### src/rvs_pkg.sv
// package of constants and types for the retraction valve sequencer
package rvs_pkg;
	// register byte offsets
	localparam logic [7:0] RVS_CFG_OFS  = 8'h00;
	localparam logic [7:0] RVS_TIM0_OFS = 8'h04;
	localparam logic [7:0] RVS_TIM1_OFS = 8'h08;
	localparam logic [7:0] RVS_TIM2_OFS = 8'h0C;
	localparam logic [7:0] RVS_STAT_OFS = 8'h10;
	// function codes
	localparam logic [7:0] RVS_PO_AOO   = 8'h07; // air-over-oil
	localparam logic [7:0] RVS_BS_MAINT = 8'h09; // maintained closure
	// field positions in the config word
	localparam int RVS_CFG_RPT  = 16;
	localparam int RVS_CFG_PREQ = 17;
	localparam int RVS_CFG_CHN  = 18;
	// blink divider bit of the full-cycle counter
	localparam int RVS_BLINK_BIT = 4;
	// AXI responses
	localparam logic [1:0] RVS_OKAY   = 2'h0;
	localparam logic [1:0] RVS_SLVERR = 2'h2;

	// sequence states
	typedef enum logic [3:0] {
		ST_IDLE, ST_SQD, ST_EXT, ST_INT, ST_WELD, ST_HOLD,
		ST_BLKD, ST_OFFR, ST_TADV, ST_TSTOP
	} rvs_state_t;

	// software settings
	typedef struct packed {
		logic [7:0] po_fn;     // process output function
		logic [7:0] bs_fn;     // retraction mode function
		logic       rpt;       // repeat mode
		logic       prog_req;  // request programming mode
		logic       chain;     // chain schedule 01 after 00
		logic [7:0] sqz_dly;   // common squeeze delay, half cycles
		logic [7:0] blk_dly;   // common blocking delay, cycles
		logic [7:0] adv_stop;  // schedule 00 off time, half cycles
		logic [7:0] ext_sqz;   // schedule 00 squeeze
		logic [7:0] int_sqz;   // schedule 01 squeeze
		logic [7:0] weld;      // weld time
		logic [7:0] hold;      // hold time
		logic [7:0] off;       // off time
	} rvs_cfg_t;

	// complete module state
	typedef struct packed {
		logic [2:0]  sy_init, sy_tog, sy_aux, sy_est, sy_line; // synchronisers
		rvs_state_t  st;
		logic [8:0]  tmr;      // sequence timer
		logic [7:0]  bcnt;     // full-cycle counter for blink
		logic        ph;       // dim phase
		logic        armed;    // maintained-mode interlock armed
		rvs_cfg_t    cfg;
		logic        ext_v, int_v, blk_v, ret_v, weld_o;
		logic        led_sqz, led_off, led_po, prog_ok;
		logic        awrdy, bvld, arrdy, rvld;
		logic [1:0]  bresp, rresp;
		logic [31:0] rdata;
	} rvs_reg_t;
endpackage : rvs_pkg

### src/rvs_top.sv
// air-over-oil and maintained-closure retraction valve sequencer
// Functional notes
// - chained schedules still run in maintained mode
// - no programming while retraction valve on
// - retraction lamp does not mirror output
// - retraction valve works outside weld sequence
// - function 07 selects three-valve air-over-oil mode
// - initiation: extend, intensify, weld, hold; without chain, extend goes straight to hold
// - hold end drops valves, starts blocking delay
// - blocking delay expiry turns blocking valve on
// - blocking valve stays on, wait for initiation
// - extend valve on clears blocking valve
// - squeeze delay only from fully retracted
// - toggle advance: extend for squeeze delay
// - advance stop is off time; then blocking
// - advance stop only during toggle advance
// - squeeze delay, advance stop in half cycles
// - blocking on: blink lamp, refuse programming
// - toggle while blocking clears blocking valve; ignored in ST_OFFR
// - emergency stop clears blocking, stays off
// - emergency stop aborts, all valves and weld output off
// - repeat timing against blocking delay
// - delays dim squeeze and off lamps
// - one common delay pair for all schedules
// - blocking delay editable only with 07
// - maintained output follows closed switch
// - power-on interlock on maintained output
//
// The AXI4-Lite slave port and the address map are this design's own decisions.
`timescale 1ns/1ps
module rvs_top
	import rvs_pkg::*;
(
	input  wire logic        REF_CLK,
	input  wire logic        RESET,
	input  wire logic        INITIATE_N,   // sequence_initiate_input, closed low
	input  wire logic        TOGGLE_N,     // retract_toggle_input, closed low
	input  wire logic        AUX_RET_N,    // aux_retract_switch_input, closed low
	input  wire logic        ESTOP_N,      // emergency stop, active low
	input  wire logic        LINE_SYNC,    // mains square wave
	output logic             EXTEND_VALVE,
	output logic             INTENSIFY_VALVE,
	output logic             BLOCKING_VALVE_OUTPUT,
	output logic             RETRACT_VALVE,
	output logic             WELD_OUT,
	output logic             LED_SQUEEZE,
	output logic             LED_OFF,
	output logic             LED_BLOCKING,
	output logic             PROG_GRANTED,
	input  wire logic [7:0]  AWADDR,
	input  wire logic        AWVALID,
	output logic             AWREADY,
	input  wire logic [31:0] WDATA,
	input  wire logic [3:0]  WSTRB,
	input  wire logic        WVALID,
	output logic             WREADY,
	output logic [1:0]       BRESP,
	output logic             BVALID,
	input  wire logic        BREADY,
	input  wire logic [7:0]  ARADDR,
	input  wire logic        ARVALID,
	output logic             ARREADY,
	output logic [31:0]      RDATA,
	output logic [1:0]       RRESP,
	output logic             RVALID,
	input  wire logic        RREADY
);
	rvs_reg_t s_r;   // registered state
	rvs_reg_t s_nxt; // next state

	// decoded helpers; switch and line decodes from synchronised copies
	logic init_c, tog_e, aux_c, est_c;
	logic half_t, full_t, aoo, maint, lock, tmr_z;
	logic wr_go, rd_go;
	logic [31:0] wmask, wv, cfgw, t0, t1, t2, stw;

	always_comb begin
		init_c = ~s_r.sy_init[1];
		aux_c  = ~s_r.sy_aux[1];
		est_c  = ~s_r.sy_est[1];
		tog_e  = ~s_r.sy_tog[1] & s_r.sy_tog[2];     // one closure, one edge
		half_t = s_r.sy_line[1] ^ s_r.sy_line[2];     // each line edge
		full_t = half_t & s_r.sy_line[1];             // rising edge only
		aoo    = (s_r.cfg.po_fn == RVS_PO_AOO);
		maint  = (s_r.cfg.bs_fn == RVS_BS_MAINT);
		lock   = s_r.blk_v | s_r.ret_v;
		tmr_z  = (s_r.tmr == '0);
		wr_go  = s_r.awrdy & AWVALID & WVALID;
		rd_go  = s_r.arrdy & ARVALID;
		for (int i = 0; i < 4; i++) begin
			wmask[i*8 +: 8] = {8{WSTRB[i]}};
		end
		cfgw = {13'h0, s_r.cfg.chain, s_r.cfg.prog_req, s_r.cfg.rpt,
			s_r.cfg.bs_fn, s_r.cfg.po_fn};
		t0 = {8'h0, s_r.cfg.adv_stop, s_r.cfg.blk_dly, s_r.cfg.sqz_dly};
		t1 = {s_r.cfg.hold, s_r.cfg.weld, s_r.cfg.int_sqz, s_r.cfg.ext_sqz};
		t2 = {24'h0, s_r.cfg.off};
		stw = {20'h0, s_r.prog_ok, s_r.weld_o, s_r.ret_v, s_r.blk_v,
			s_r.int_v, s_r.ext_v, 2'h0, s_r.st};
	end

	// next-state logic for sequencer, lamps and register slave
	always_comb begin
		s_nxt = s_r;
		wv    = 32'h0; // merged write word, only used while a write is taken
		// two-flop synchronisers plus a third stage for edges
		s_nxt.sy_init = {s_r.sy_init[1:0], INITIATE_N};
		s_nxt.sy_tog  = {s_r.sy_tog[1:0], TOGGLE_N};
		s_nxt.sy_aux  = {s_r.sy_aux[1:0], AUX_RET_N};
		s_nxt.sy_est  = {s_r.sy_est[1:0], ESTOP_N};
		s_nxt.sy_line = {s_r.sy_line[1:0], LINE_SYNC};
		s_nxt.ph = ~s_r.ph;
		if (full_t) begin
			s_nxt.bcnt = s_r.bcnt + 8'h01;
		end

		// timer: half-cycle resolution only in squeeze delay, toggle advance and advance stop
		if (!tmr_z) begin
			if ((s_r.st == ST_SQD || s_r.st == ST_TSTOP || s_r.st == ST_TADV)
				? half_t : full_t) begin
				s_nxt.tmr = s_r.tmr - 9'h001;
			end
		end

		unique case (s_r.st)
			ST_IDLE: begin
				if (aoo && init_c) begin
					s_nxt.blk_v = 1'b0;
					s_nxt.ext_v = 1'b1;
					if (!s_r.blk_v && s_r.cfg.sqz_dly != 8'h00) begin
						s_nxt.st  = ST_SQD;
						s_nxt.tmr = {1'b0, s_r.cfg.sqz_dly};
					end else begin
						s_nxt.st  = ST_EXT;
						s_nxt.tmr = {1'b0, s_r.cfg.ext_sqz};
					end
				end else if (aoo && tog_e) begin
					if (s_r.blk_v) begin
						s_nxt.blk_v = 1'b0;
					end else begin
						s_nxt.ext_v = 1'b1;
						s_nxt.st    = ST_TADV;
						s_nxt.tmr   = {1'b0, s_r.cfg.sqz_dly};
					end
				end
			end
			ST_SQD: begin
				if (tmr_z) begin
					s_nxt.st  = ST_EXT;
					s_nxt.tmr = {1'b0, s_r.cfg.ext_sqz};
				end
			end
			ST_EXT: begin
				if (tmr_z) begin
					if (s_r.cfg.chain) begin
						s_nxt.int_v = 1'b1;
						s_nxt.st    = ST_INT;
						s_nxt.tmr   = {1'b0, s_r.cfg.int_sqz};
					end else begin
						s_nxt.st  = ST_HOLD;
						s_nxt.tmr = '0;
					end
				end
			end
			ST_INT: begin
				if (tmr_z) begin
					s_nxt.weld_o = 1'b1;
					s_nxt.st     = ST_WELD;
					s_nxt.tmr    = {1'b0, s_r.cfg.weld};
				end
			end
			ST_WELD: begin
				if (tmr_z) begin
					s_nxt.weld_o = 1'b0;
					s_nxt.st     = ST_HOLD;
					s_nxt.tmr    = {1'b0, s_r.cfg.hold};
				end
			end
			ST_HOLD: begin
				if (tmr_z) begin
					s_nxt.ext_v = 1'b0;
					s_nxt.int_v = 1'b0;
					s_nxt.st    = ST_BLKD;
					s_nxt.tmr   = {1'b0, s_r.cfg.blk_dly};
				end
			end
			ST_BLKD: begin
				if (tmr_z) begin
					s_nxt.blk_v = 1'b1;
					if (s_r.cfg.rpt && init_c && s_r.cfg.off > s_r.cfg.blk_dly) begin
						s_nxt.st  = ST_OFFR;
						s_nxt.tmr = {1'b0, s_r.cfg.off - s_r.cfg.blk_dly};
					end else begin
						s_nxt.st = ST_IDLE;
					end
				end
			end
			ST_OFFR: begin
				if (tmr_z) begin
					s_nxt.st = ST_IDLE;                   // repeat from idle
				end
			end
			ST_TADV: begin
				if (tmr_z) begin
					s_nxt.ext_v = 1'b0;
					s_nxt.st    = ST_TSTOP;
					s_nxt.tmr   = {1'b0, s_r.cfg.adv_stop};
				end
			end
			ST_TSTOP: begin
				if (tmr_z) begin
					s_nxt.blk_v = 1'b1;
					s_nxt.st    = ST_IDLE;
				end
			end
		endcase

		// leaving air-over-oil mode drops its valves
		if (!aoo) begin
			s_nxt.st     = ST_IDLE;
			s_nxt.ext_v  = 1'b0;
			s_nxt.int_v  = 1'b0;
			s_nxt.blk_v  = 1'b0;
			s_nxt.weld_o = 1'b0;
		end

		// maintained closure: bypasses the valve relay, so it runs outside a sequence
		if (!aux_c) begin
			s_nxt.armed = 1'b1;
		end
		s_nxt.ret_v = maint & s_r.armed & aux_c;
		if (!maint) begin
			s_nxt.armed = 1'b0;                           // re-arm on each entry
		end

		// emergency stop wins over everything
		if (est_c) begin
			s_nxt.st     = ST_IDLE;
			s_nxt.tmr    = '0;
			s_nxt.ext_v  = 1'b0;
			s_nxt.int_v  = 1'b0;
			s_nxt.blk_v  = 1'b0;
			s_nxt.weld_o = 1'b0;
			s_nxt.ret_v  = 1'b0;
		end

		// lamps: half duty dims, counter bit blinks; lamp never mirrors ret_v
		s_nxt.led_sqz = (s_nxt.st == ST_SQD) ? s_r.ph : (s_nxt.st == ST_EXT);
		s_nxt.led_off = (s_nxt.st == ST_BLKD) ? s_r.ph : (s_nxt.st == ST_OFFR);
		s_nxt.led_po  = s_nxt.blk_v & s_r.bcnt[RVS_BLINK_BIT];
		s_nxt.prog_ok = s_r.cfg.prog_req & ~lock;

		// write channel: address and data taken together, one write at a time
		s_nxt.awrdy = AWVALID & WVALID & ~s_r.awrdy & ~s_r.bvld;
		if (s_r.bvld && BREADY) begin
			s_nxt.bvld = 1'b0;
		end
		if (wr_go) begin
			s_nxt.bvld  = 1'b1;
			s_nxt.bresp = RVS_OKAY;
			unique case (AWADDR)
				RVS_CFG_OFS: begin
					wv = (cfgw & ~wmask) | (WDATA & wmask);
					s_nxt.cfg.po_fn    = wv[7:0];
					s_nxt.cfg.bs_fn    = wv[15:8];   // chaining unaffected
					s_nxt.cfg.rpt      = wv[RVS_CFG_RPT];
					s_nxt.cfg.prog_req = wv[RVS_CFG_PREQ];
					s_nxt.cfg.chain    = wv[RVS_CFG_CHN];
				end
				RVS_TIM0_OFS: begin
					wv = (t0 & ~wmask) | (WDATA & wmask);
					if (!lock) begin
						s_nxt.cfg.sqz_dly  = wv[7:0];
						s_nxt.cfg.adv_stop = wv[23:16];
						if (aoo) begin
							s_nxt.cfg.blk_dly = wv[15:8];
						end
					end else begin
						s_nxt.bresp = RVS_SLVERR;
					end
				end
				RVS_TIM1_OFS: begin
					wv = (t1 & ~wmask) | (WDATA & wmask);
					if (!lock) begin
						s_nxt.cfg.ext_sqz = wv[7:0];
						s_nxt.cfg.int_sqz = wv[15:8];
						s_nxt.cfg.weld    = wv[23:16];
						s_nxt.cfg.hold    = wv[31:24];
					end else begin
						s_nxt.bresp = RVS_SLVERR;
					end
				end
				RVS_TIM2_OFS: begin
					wv = (t2 & ~wmask) | (WDATA & wmask);
					if (!lock) begin
						s_nxt.cfg.off = wv[7:0];
					end else begin
						s_nxt.bresp = RVS_SLVERR;
					end
				end
				default: begin
					s_nxt.bresp = RVS_SLVERR;
				end
			endcase
		end

		// read channel: one read at a time
		s_nxt.arrdy = ARVALID & ~s_r.arrdy & ~s_r.rvld;
		if (s_r.rvld && RREADY) begin
			s_nxt.rvld = 1'b0;
		end
		if (rd_go) begin
			s_nxt.rvld  = 1'b1;
			s_nxt.rresp = RVS_OKAY;
			unique case (ARADDR)
				RVS_CFG_OFS:  s_nxt.rdata = cfgw;
				RVS_TIM0_OFS: s_nxt.rdata = t0;
				RVS_TIM1_OFS: s_nxt.rdata = t1;
				RVS_TIM2_OFS: s_nxt.rdata = t2;
				RVS_STAT_OFS: s_nxt.rdata = stw;
				default: begin
					s_nxt.rdata = 32'h0;
					s_nxt.rresp = RVS_SLVERR;
				end
			endcase
		end
	end

	// state register, synchronous reset; pins idle high
	always_ff @(posedge REF_CLK) begin
		if (RESET) begin
			s_r         <= '0;
			s_r.sy_init <= 3'h7;
			s_r.sy_tog  <= 3'h7;
			s_r.sy_aux  <= 3'h7;
			s_r.sy_est  <= 3'h7;
			s_r.st      <= ST_IDLE;
		end else begin
			s_r <= s_nxt;
		end
	end

	// outputs straight from flops
	assign EXTEND_VALVE          = s_r.ext_v;
	assign INTENSIFY_VALVE       = s_r.int_v;
	assign BLOCKING_VALVE_OUTPUT = s_r.blk_v;
	assign RETRACT_VALVE         = s_r.ret_v;
	assign WELD_OUT              = s_r.weld_o;
	assign LED_SQUEEZE           = s_r.led_sqz;
	assign LED_OFF               = s_r.led_off;
	assign LED_BLOCKING          = s_r.led_po;
	assign PROG_GRANTED          = s_r.prog_ok;
	assign AWREADY               = s_r.awrdy;
	assign WREADY                = s_r.awrdy;
	assign BVALID                = s_r.bvld;
	assign BRESP                 = s_r.bresp;
	assign ARREADY               = s_r.arrdy;
	assign RVALID                = s_r.rvld;
	assign RDATA                 = s_r.rdata;
	assign RRESP                 = s_r.rresp;

	// checks
	chk_estop_all_off: assert property (@(posedge REF_CLK) disable iff (RESET)
		est_c |=> !s_r.ext_v && !s_r.int_v && !s_r.weld_o && !s_r.ret_v)
		else $error("outputs on after emergency stop");
	chk_estop_blk_stays: assert property (@(posedge REF_CLK) disable iff (RESET)
		est_c ##1 !est_c |=> !s_r.blk_v)
		else $error("blocking valve back on after stop release");
	chk_extend_clears_blk: assert property (@(posedge REF_CLK) disable iff (RESET)
		$rose(s_r.ext_v) |-> !s_r.blk_v)
		else $error("extend and blocking on together");
	chk_prog_refused: assert property (@(posedge REF_CLK) disable iff (RESET)
		(s_r.ret_v || s_r.blk_v) |=> !s_r.prog_ok)
		else $error("programming granted while valve on");
	chk_hold_end_drop: assert property (@(posedge REF_CLK) disable iff (RESET)
		(s_r.st == ST_HOLD && tmr_z && !est_c && aoo) |=> s_r.st == ST_BLKD && !s_r.ext_v)
		else $error("hold end did not start blocking delay");
	chk_blk_after_delay: assert property (@(posedge REF_CLK) disable iff (RESET)
		(s_r.st == ST_BLKD && tmr_z && !est_c && aoo) |=> s_r.blk_v)
		else $error("blocking valve not on after delay");
	chk_sqd_skip: assert property (@(posedge REF_CLK) disable iff (RESET)
		(s_r.st == ST_IDLE && s_r.blk_v) |=> s_r.st != ST_SQD)
		else $error("squeeze delay entered with blocking valve on");
	chk_interlock: assert property (@(posedge REF_CLK) disable iff (RESET)
		!s_r.armed |=> !s_r.ret_v)
		else $error("retraction valve on before interlock armed");
	chk_blink_only_blk: assert property (@(posedge REF_CLK) disable iff (RESET)
		s_r.led_po |-> $past(s_nxt.blk_v, 1) || s_r.blk_v)
		else $error("blocking lamp lit with valve off");
endmodule : rvs_top

### config.mk
export PLATFORM = sky130hd
export DESIGN_NAME = rvs_top
export DESIGN_NICKNAME = d
export VERILOG_FILES = /design/src/rvs_pkg.sv /design/src/rvs_top.sv
export SDC_FILE = /design/constraint.sdc
export NUM_CORES = 1
export LEC_CHECK = 0
export ABC_AREA = 1
export BUFFER_PORTS_ARGS = -buffer_cell sky130_fd_sc_hd__buf_4
export CORE_MARGIN = 5
export CORE_UTILIZATION = 35
export CTS_BUF_LIST = sky130_fd_sc_hd__clkbuf_2 sky130_fd_sc_hd__clkbuf_4 sky130_fd_sc_hd__clkbuf_8
export DETAILED_ROUTE_END_ITERATION = 7
export SYNTH_ARGS = -nofsm -noshare
export SYNTH_HDL_FRONTEND = slang
export SYNTH_SLANG_ARGS = --single-unit
export TNS_END_PERCENT = 5
### constraint.sdc
create_clock -name REF_CLK -period 1.75 [get_ports REF_CLK]
set_input_delay 0 -clock REF_CLK [delete_from_list [all_inputs] [get_ports REF_CLK]]
set_output_delay 0 -clock REF_CLK [all_outputs]
set_load 0.005 [all_outputs]
# Word-level counts from Yosys, hierarchy flattened
# Cells that the tools add are included.
# totals
wordCells	196
output_inout_bits	50
in_bits	64
ff_bits	167
# classes
bitwise	38
muxes	50
n_reduce_logical	35
eq_ne	30
n_lt_le_gt_ge	1
addsub	3
# op_table
operator	n
case mux 32 bit (5 select lines)	1
two-way mux 13 bit	11
case mux 9 bit (8 select lines)	1
AND 32 bit	2
== test 8 x 4 -> 1 bit, second input constant	5
case mux 4 bit (9 select lines)	1
inverter 32 bit	1
bitwise OR 32 bit	1
two-way mux 9 bit	3
AND 24 bit	1
== test 4 x 3 -> 1 bit, second input constant	6
== test 8 x 3 -> 1 bit, second input constant	3
bitwise OR 24 bit	1
AND 19 bit	1
two-way mux 1 bit	19
bitwise OR 19 bit	1
logical NOT 8 bit	2
AND 1 bit	14
== test 4 x 2 -> 1 bit, second input constant	3
two-way mux 12 bit	1
inequality test 2 bit, second input constant	6
inverter 1 bit	12
AND reduction 3 bit	4
two-way mux 11 bit	1
32 further kinds	56

# Logic depth before layout (Yosys ltp)
# Gate-level depths: netlist of the first run.
# depth
ltp_word	14
ltp_mapped	18
depth_no_buf	18

# Worst setup path before layout of the first run
# OpenSTA, ideal clock, no wires.
# synth_timing
path_type	register to register
startpoint	register (tool-made name)
endpoint	register s_r (netlist bit LED_SQUEEZE)
stages_incl_launch_ff	19
path_slack_ns	-0.151
path_buffers	0
period_less_slack_ns	1.901
arrival_ns	1.791
setup_ns	0.110
cell_sequence	dfxtp_1 > inv_1 > ha_1 > inv_1 > fa_1 > nand3_1 > nand3_1 > nand2_1 > nand2_1 > nand2_1 > nand2_1 > nand2_1 > nand2_1 > nand2_1 > nand2_1 > nand2_1 > nand2_1 > inv_1 > nor2_1
# synth_rtl
element	line_no	rtl
end signal: assignment	rvs_top.sv:339	s_r <= s_nxt;
end: declaration	rvs_top.sv:68	rvs_reg_t s_r;

==> results.md, run 1 <==
- Status: complete, but fails checks
- Failing checks: negative setup slack
- Final worst path period share: 1.13
- Via-to-Cell Ratio: between 5 and 6
- Fillers: 2456
- CTS tree: done
- Crit. End Element: flip-flop
- Cell Area, Synth: roughly 8600 sq um
- Site row count: 57
- Most common flop cell mapped by yosys: dfxtp_1
- Synth Area in Simple Gates: 0.265
- FMAX: just over 0.5 GHz
- Nets: between 1500 and 2000
- GR Overflow Total: 0
- Pre-CTS setup slack: -0.330 ns
- Seq cells post-synth: roughly 160
- Synth Area in Compound Gates: 0.204
- Final Max Tran Viols: 0
- Share of layout cells above drive strength 1: 0.265
- Initial antenna violation count: 1
- Worst Path Required: 2.17 ns
- DP Wirelength: 23700 microns
- Full die area: roughly 28000 sq um
- Yosys top cell by area: dfxtp_1
- Clk sinks: about 160
- Synth top area cells: dfxtp_1 38%, nand2_1 13%, a21oi_1 9.1%
- Sequential fraction of the synthesis area: 0.377
- Min Hold Slack: approximately 0.038 ns
- Peak supply drop: ~450 uV
- Final Hold Viols: 0
- Max Cap Viol: 0
- Largest family of logic cells by synthesized area: simple AND/OR/NAND/NOR gates
- Reg2Reg Depth: 17
- Post-Synth XOR/XNOR Area: 0.00408
- Post-Syn Instances: about 1300
- # DRC: 0
- Worst min-delay path class: in -> reg
- Fraction of registers with async set/reset: 0
- Mux share of post-synthesis cell area: 0
- Min cycle time layout: roughly 2 ns
- Setup skew after layout: ~0.018 ns
- CP Max Fanout: 4
- Syn avg cell area: around 6.6 sq um
- Yosys warns: 0
- First-pass DRT Iterations: 7
- Worst R2R End: s_r[145]
- Final setup fails: 14
- Clk root buf: clkbuf_8
- CP endpoint: s_r[145]
- EDFF count, synth: 0
- Die Height: about 170 microns
- Ports: 114
- Worst-Skew Late Latency: 0.48 ns
- Max clock buf depth: 2
- CP arrival: ~2.4 ns
- Largest net degree at the start of global routing: 84
- Total Routing Usage GR: 0.218
- CORE AREA: 24200 sq um
- Antenna-violating nets left: 0
- H-tree depth: 4
- Post-synthesis cell type count: 46
- Type of the worst setup path: reg -> reg
- Number of global-route vias before repair: slightly above 9000
- Clock-pin transition on the worst setup and hold timing paths: 0.10 ns
- Antenna diodes: 0
- Gpl congestion: about 0.96
- Initial core utilization: 0.355
- Die Span X: about 170 microns
- Share of the synthesized area in the top cell type: 0.377
- Area share of fa/ha/maj cells after synthesis: 0.0183
- I/O Buffers: approximately 110
- Leak: around 5.4 nW
- Area Overhead vs Synth: 40.2%
- HP Start: AWADDR[4]
- Initial DRC count: a little over 600
- First-pass GRT wire length: about 50000 microns
- DR WL/cell: ~16 microns
- TritonCTS Buffers: 17
- Power Dens Cells: between 600 and 700 nW/um^2
- Vias: around 9600
- CP Launch Type: flip-flop
- Routed WL: 31300 microns
- Final WS setup: -0.221 ns
- Worst R2R Setup Slack: -0.22 ns
- RSZ-0062 raised after global routing: yes
[placed cells by master, fill, tap and decap left out, types with 4 or more instances in the layout]
| cell type | n |
|---|---|
| inv_1 | 158 |
| dlygate4sd3_1 | 53 |
| nand3_2 | 10 |
| a21oi_1 | 151 |
| inv_2 | 15 |
| nor2_2 | 11 |
| buf_4 | 277 |
| nand2_1 | 281 |
| nor2_4 | 4 |
| clkbuf_8 | 17 |
| dfxtp_2 | 6 |
| nand3_1 | 65 |
| ha_1 | 7 |
| nor2_1 | 82 |
| nor3_1 | 14 |
| o221ai_1 | 5 |
| o21ai_1 | 18 |
| ha_4 | 4 |
| nand2_2 | 12 |
| nand2_4 | 5 |
| nor4_1 | 5 |
| inv_8 | 4 |
| nand4_1 | 12 |
| buf_6 | 7 |
| dfxtp_1 | 155 |
| o21ai_0 | 115 |
| o22ai_1 | 17 |
| o2111ai_1 | 4 |
| or2_2 | 10 |
| a221oi_1 | 5 |
[report_power, final]
group	leakage, nW	switching, mW	internal [mW]
Clock	0.211	1.62	1.46
Combinational	3.90	0.237	0.258
Sequential	1.31	0.0200	3.72
[cell type report]
cell class              instances  area [sq um]  share of cell area
clock buffers                  17           234              0.0194
clock inverters                15           194              0.0161
inverters                     175           658              0.0546
multi-input cells             877          4540               0.377
flip-flops and latches        162          3250               0.270
well taps                     324           405              0.0336
repair buffers                341          2760               0.229
[worst max-delay path: stages (launching register included)]
cell	delay [ns]
dfxtp_2	0.32
inv_2	0.06
ha_4	0.13
inv_2	0.04
fa_2	0.36
nand3_2	0.08
nand3_2	0.07
nand2_2	0.09
nand2_4	0.07
nand3_2	0.11
nand2_2	0.09
nand2_1	0.10
inv_2	0.05
nand2_1	0.06
nand2_1	0.05
nand2_1	0.07
nand2_1	0.05
a21oi_1	0.11
[synth_stat cells, types with 2 or more instances]
cell type / count
buf_1: 2
nor4_2: 2
o21ai_1: 6
inv_2: 6
xor2_1: 3
a221oi_1: 6
a21oi_1: 157
nor2_2: 3
nor4_1: 5
nor3_2: 2
nand3_1: 75
buf_2: 7
nand2_2: 3
o22ai_1: 17
nor3_1: 15
clkbuf_1: 33
dfxtp_1: 162
o211ai_1: 2
nand3b_1: 3
a31oi_1: 3
ha_1: 11
nand2_4: 2
o221ai_1: 5
inv_1: 167
or2_2: 10
nor2_1: 92
o21ai_0: 129
nand4_1: 12
nor2_4: 2
buf_4: 38
nand2_1: 295
o2111ai_1: 4
nor3_4: 2
[worst min path at each step]
| stage | depth (start not counted) | end |
|---|---|---|
| floorplan | 1 | s_nxt[159] |
| global placement | 2 | s_nxt[162] |
| detailed placement | 2 | s_nxt[162] |
| CTS | 5 | BRESP[1] |
| global route | 5 | BRESP[1] |
| finish | 5 | BRESP[1] |
[routing by layer]
layer  vias up  global-route usage  part of all wire
met5         -                   0           0.00042
met4         2              0.0864             0.032
met3        57              0.0370             0.056
met2       300               0.361              0.47
met1      4494               0.283              0.44
li1       4778                   -                 -
[repair_timing]
| item | 4_1_cts | 5_1_grt |
|---|---|---|
| hold endpoints to repair | 101 | 3 |
| setup endpoints to repair | 20 | 71 |
| setup buffers | 7 | 3 |
| hold buffers | 52 | 1 |
| pin swaps | 11 | 23 |
| resized for setup | 36 | 67 |
| cloned | 1 | 0 |
[stage by stage]
| step | setup TNS, ns | instance area, sq um | power [mW] | instances | util |
|---|---|---|---|---|---|
| after CTS | -2.20 | 11800 | 7.38 | 1907 | 0.486 |
| after detailed placement | -3.04 | 10700 | 4.22 | 1816 | 0.441 |
| after floorplan | -0.406 | 8610 | 4.00 | 1295 | - |
| final | -2.20 | 12100 | 7.31 | 1911 | 0.497 |
| after global routing | -4.80 | 12100 | 7.58 | 1911 | 0.497 |
| after global placement | -2.33 | 10700 | 4.22 | 1816 | 0.441 |
[cell families after synthesis]
group                      after synthesis
buffers and inverters                  257
other                                    1
adders and majority gates               12
DFF                                    162
xor gates and xnor gates                 4
AOI/OAI and AO/OA                      332
and+or+nand+nor                        526
Power figures use the tool's default switching activity.
==> run 2, diff against run 1 <==
CORE_UTILIZATION = 50   (was 35)
GPL_TIMING_DRIVEN = 0   (was not set)
PLACE_DENSITY_LB_ADDON = 0.1   (was not set)
==> results.md, run 2 (synthesis results as in run 1) <==
- Status: complete, but fails checks
- Failing checks: negative setup slack
- TNS Setup: -4.46 ns
- Clk sinks: between 150 and 200
- Type of the worst setup path: reg -> reg
- Initial DRC count: between 900 and 1000
- CORE AREA: roughly 17000 sq um
- Routed WL: roughly 32000 microns
- Peak supply drop: around 630 uV
- RSZ-0062 raised after global routing: yes
- Via-to-Cell Ratio: 5.51
- Full die area: around 20000 sq um
- Least-Margin Pin Slew: 0.881 ns
- Uppermost layer routed: met4
- Final WS setup: -0.292 ns
- DP Wirelength: between 20000 and 25000 microns
- Fillers: between 1500 and 2000
- Total Routing Usage GR: 0.322
- I/O Buffers: between 100 and 150
- Area Overhead vs Synth: 32.5%
- CP arrival: 2.39 ns
- Final setup fails: 44
- Final worst path period share: 1.17
- TritonCTS Buffers: 17
- Worst path cell trace: inv_2 -> ha_4 -> inv_2 -> fa_2 -> nand3_2 -> nand3_2 -> nand2_2 -> nand2_4 -> nand3_2 -> nor2_4 -> buf_6 -> nand2_2 -> nand4_1 -> nor2_2 -> a21oi_1
- CP max-delay cell: fa_2
- Final core utilization: 0.668
- Worst Path Required: 2.09 ns
- GR Overflow Total: 0
- Site row count: 48
- Power Dens Cells: about 650 nW/um^2
- Antenna-violating nets left: 0
- Initial antenna violation count: 0
- Number of global-route vias before repair: 9056
- Die Span X: roughly 140 microns
- Final Hold Viols: 0
- First-pass DRT Iterations: 7
- Setup skew after layout: 0.0177 ns
- Clock-pin transition on the worst setup and hold timing paths: around 0.090 ns
- Pre-CTS setup slack: -0.678 ns
- Clk root buf: clkbuf_8
- FMAX: around 0.49 GHz
- Largest net degree at the start of global routing: 17
- Initial core utilization: 0.504
- Cell mode on critical path: nand3_2
- Vias: 9573
- Ports: about 110
- Max clock buf depth: 2
- HP Start: WSTRB[1]
- Gpl congestion: 1.07
- CTS tree: done
- Placed Cells: 1630
- Worst R2R End: s_r[143]
- Antenna diodes: 0
- Die Height: roughly 140 microns
- Worst-Skew Late Latency: 0.47 ns
- Commonest non-fill, non-tap cell in the layout: nand2_1
- Min Hold Slack: 0.0196 ns
- Met3 routed WL: between 2000 and 3000 microns
- Hold Path Depth: 4
- DR WL/cell: 18.7 microns
- First-pass GRT wire length: roughly 49000 microns
- Leak: 5.07 nW
- Relative slew slack: 0.413
- Nets: 1575
- Worst R2R Setup Slack: -0.29 ns
- CP Launch Type: flip-flop
- Final Non-Filler Cells: 1737
- Reg2Reg Depth: 15
- Final Max Tran Viols: 0
- Max Cap Viol: 0
- Min cycle time layout: around 2.0 ns
- CP Max Fanout: 3
- Worst min-delay path class: in -> reg
- # DRC: 0
- Most frequent cells in the layout: 274 x nand2_1, 176 x buf_4, 154 x inv_1, 151 x a21oi_1, 145 x dfxtp_1
- WL met1: about 13000 microns
- Crit. End Element: flip-flop
- Met2 WL: about 15000 microns
- Share of layout cells above drive strength 1: 0.245
- Largest stage delay, worst path: about 0.36 ns
- H-tree depth: 4
run 2: worst max-delay path by stage:
stage	end
final	s_r[143]
after detailed placement	s_r[145]
after global routing	LED_SQUEEZE
after floorplan	LED_SQUEEZE
after CTS	s_r[143]
after global placement	s_r[145]
run 2: repair_timing:
item,4_1_cts,5_1_grt
buffers inserted,19,8
hold buffers,48,0
pin swaps,16,23
resized for setup,115,85
hold endpoints to repair,93,0
endpoints found under the setup margin,134,118
gates cloned,0,0
run 2: cell type report:
class                      count  area, sq um  share of cell area
inverter                     175          661              0.0580
buffer                        82          552              0.0484
clock buffer                  20          269              0.0236
tap                          225          282              0.0247
clock inverter                12          168              0.0147
timing repair buffer         185         1520               0.133
sequential                   162         3270               0.287
multi-input combinational    876         4680               0.411
run 2: power by group:
group	internal [mW]	switching [mW]
Combinational	0.263	0.277
Clock	1.53	1.55
Sequential	3.72	0.0206
Total	5.51	1.84
run 2: worst max-delay path, delay by kind of cell, from the launching register on:
| kind | cells | cell delay, ns |
|---|---|---|
| AO/OA/AOI/OAI | 1 | 0.09 |
| adder cells (fa/ha/maj) | 2 | 0.50 |
| AND/OR/NAND/NOR | 9 | 0.78 |
| buffers and inverters | 3 | 0.24 |
| flip-flops | 1 | 0.33 |
run 2: metal layers:
metal,up-vias,track usage
met4,0,0.121
met2,425,0.523
li1,4629,-
met5,-,0
met1,4445,0.422
met3,74,0.0682
run 2: per-stage QoR:
step | total power [mW] | cell area [sq um]
floorplan | 4.00 | 8610
global placement | 4.26 | 9720
detailed placement | 4.26 | 9720
CTS | 7.35 | 11100
global route | 7.58 | 11400
finish | 7.36 | 11400
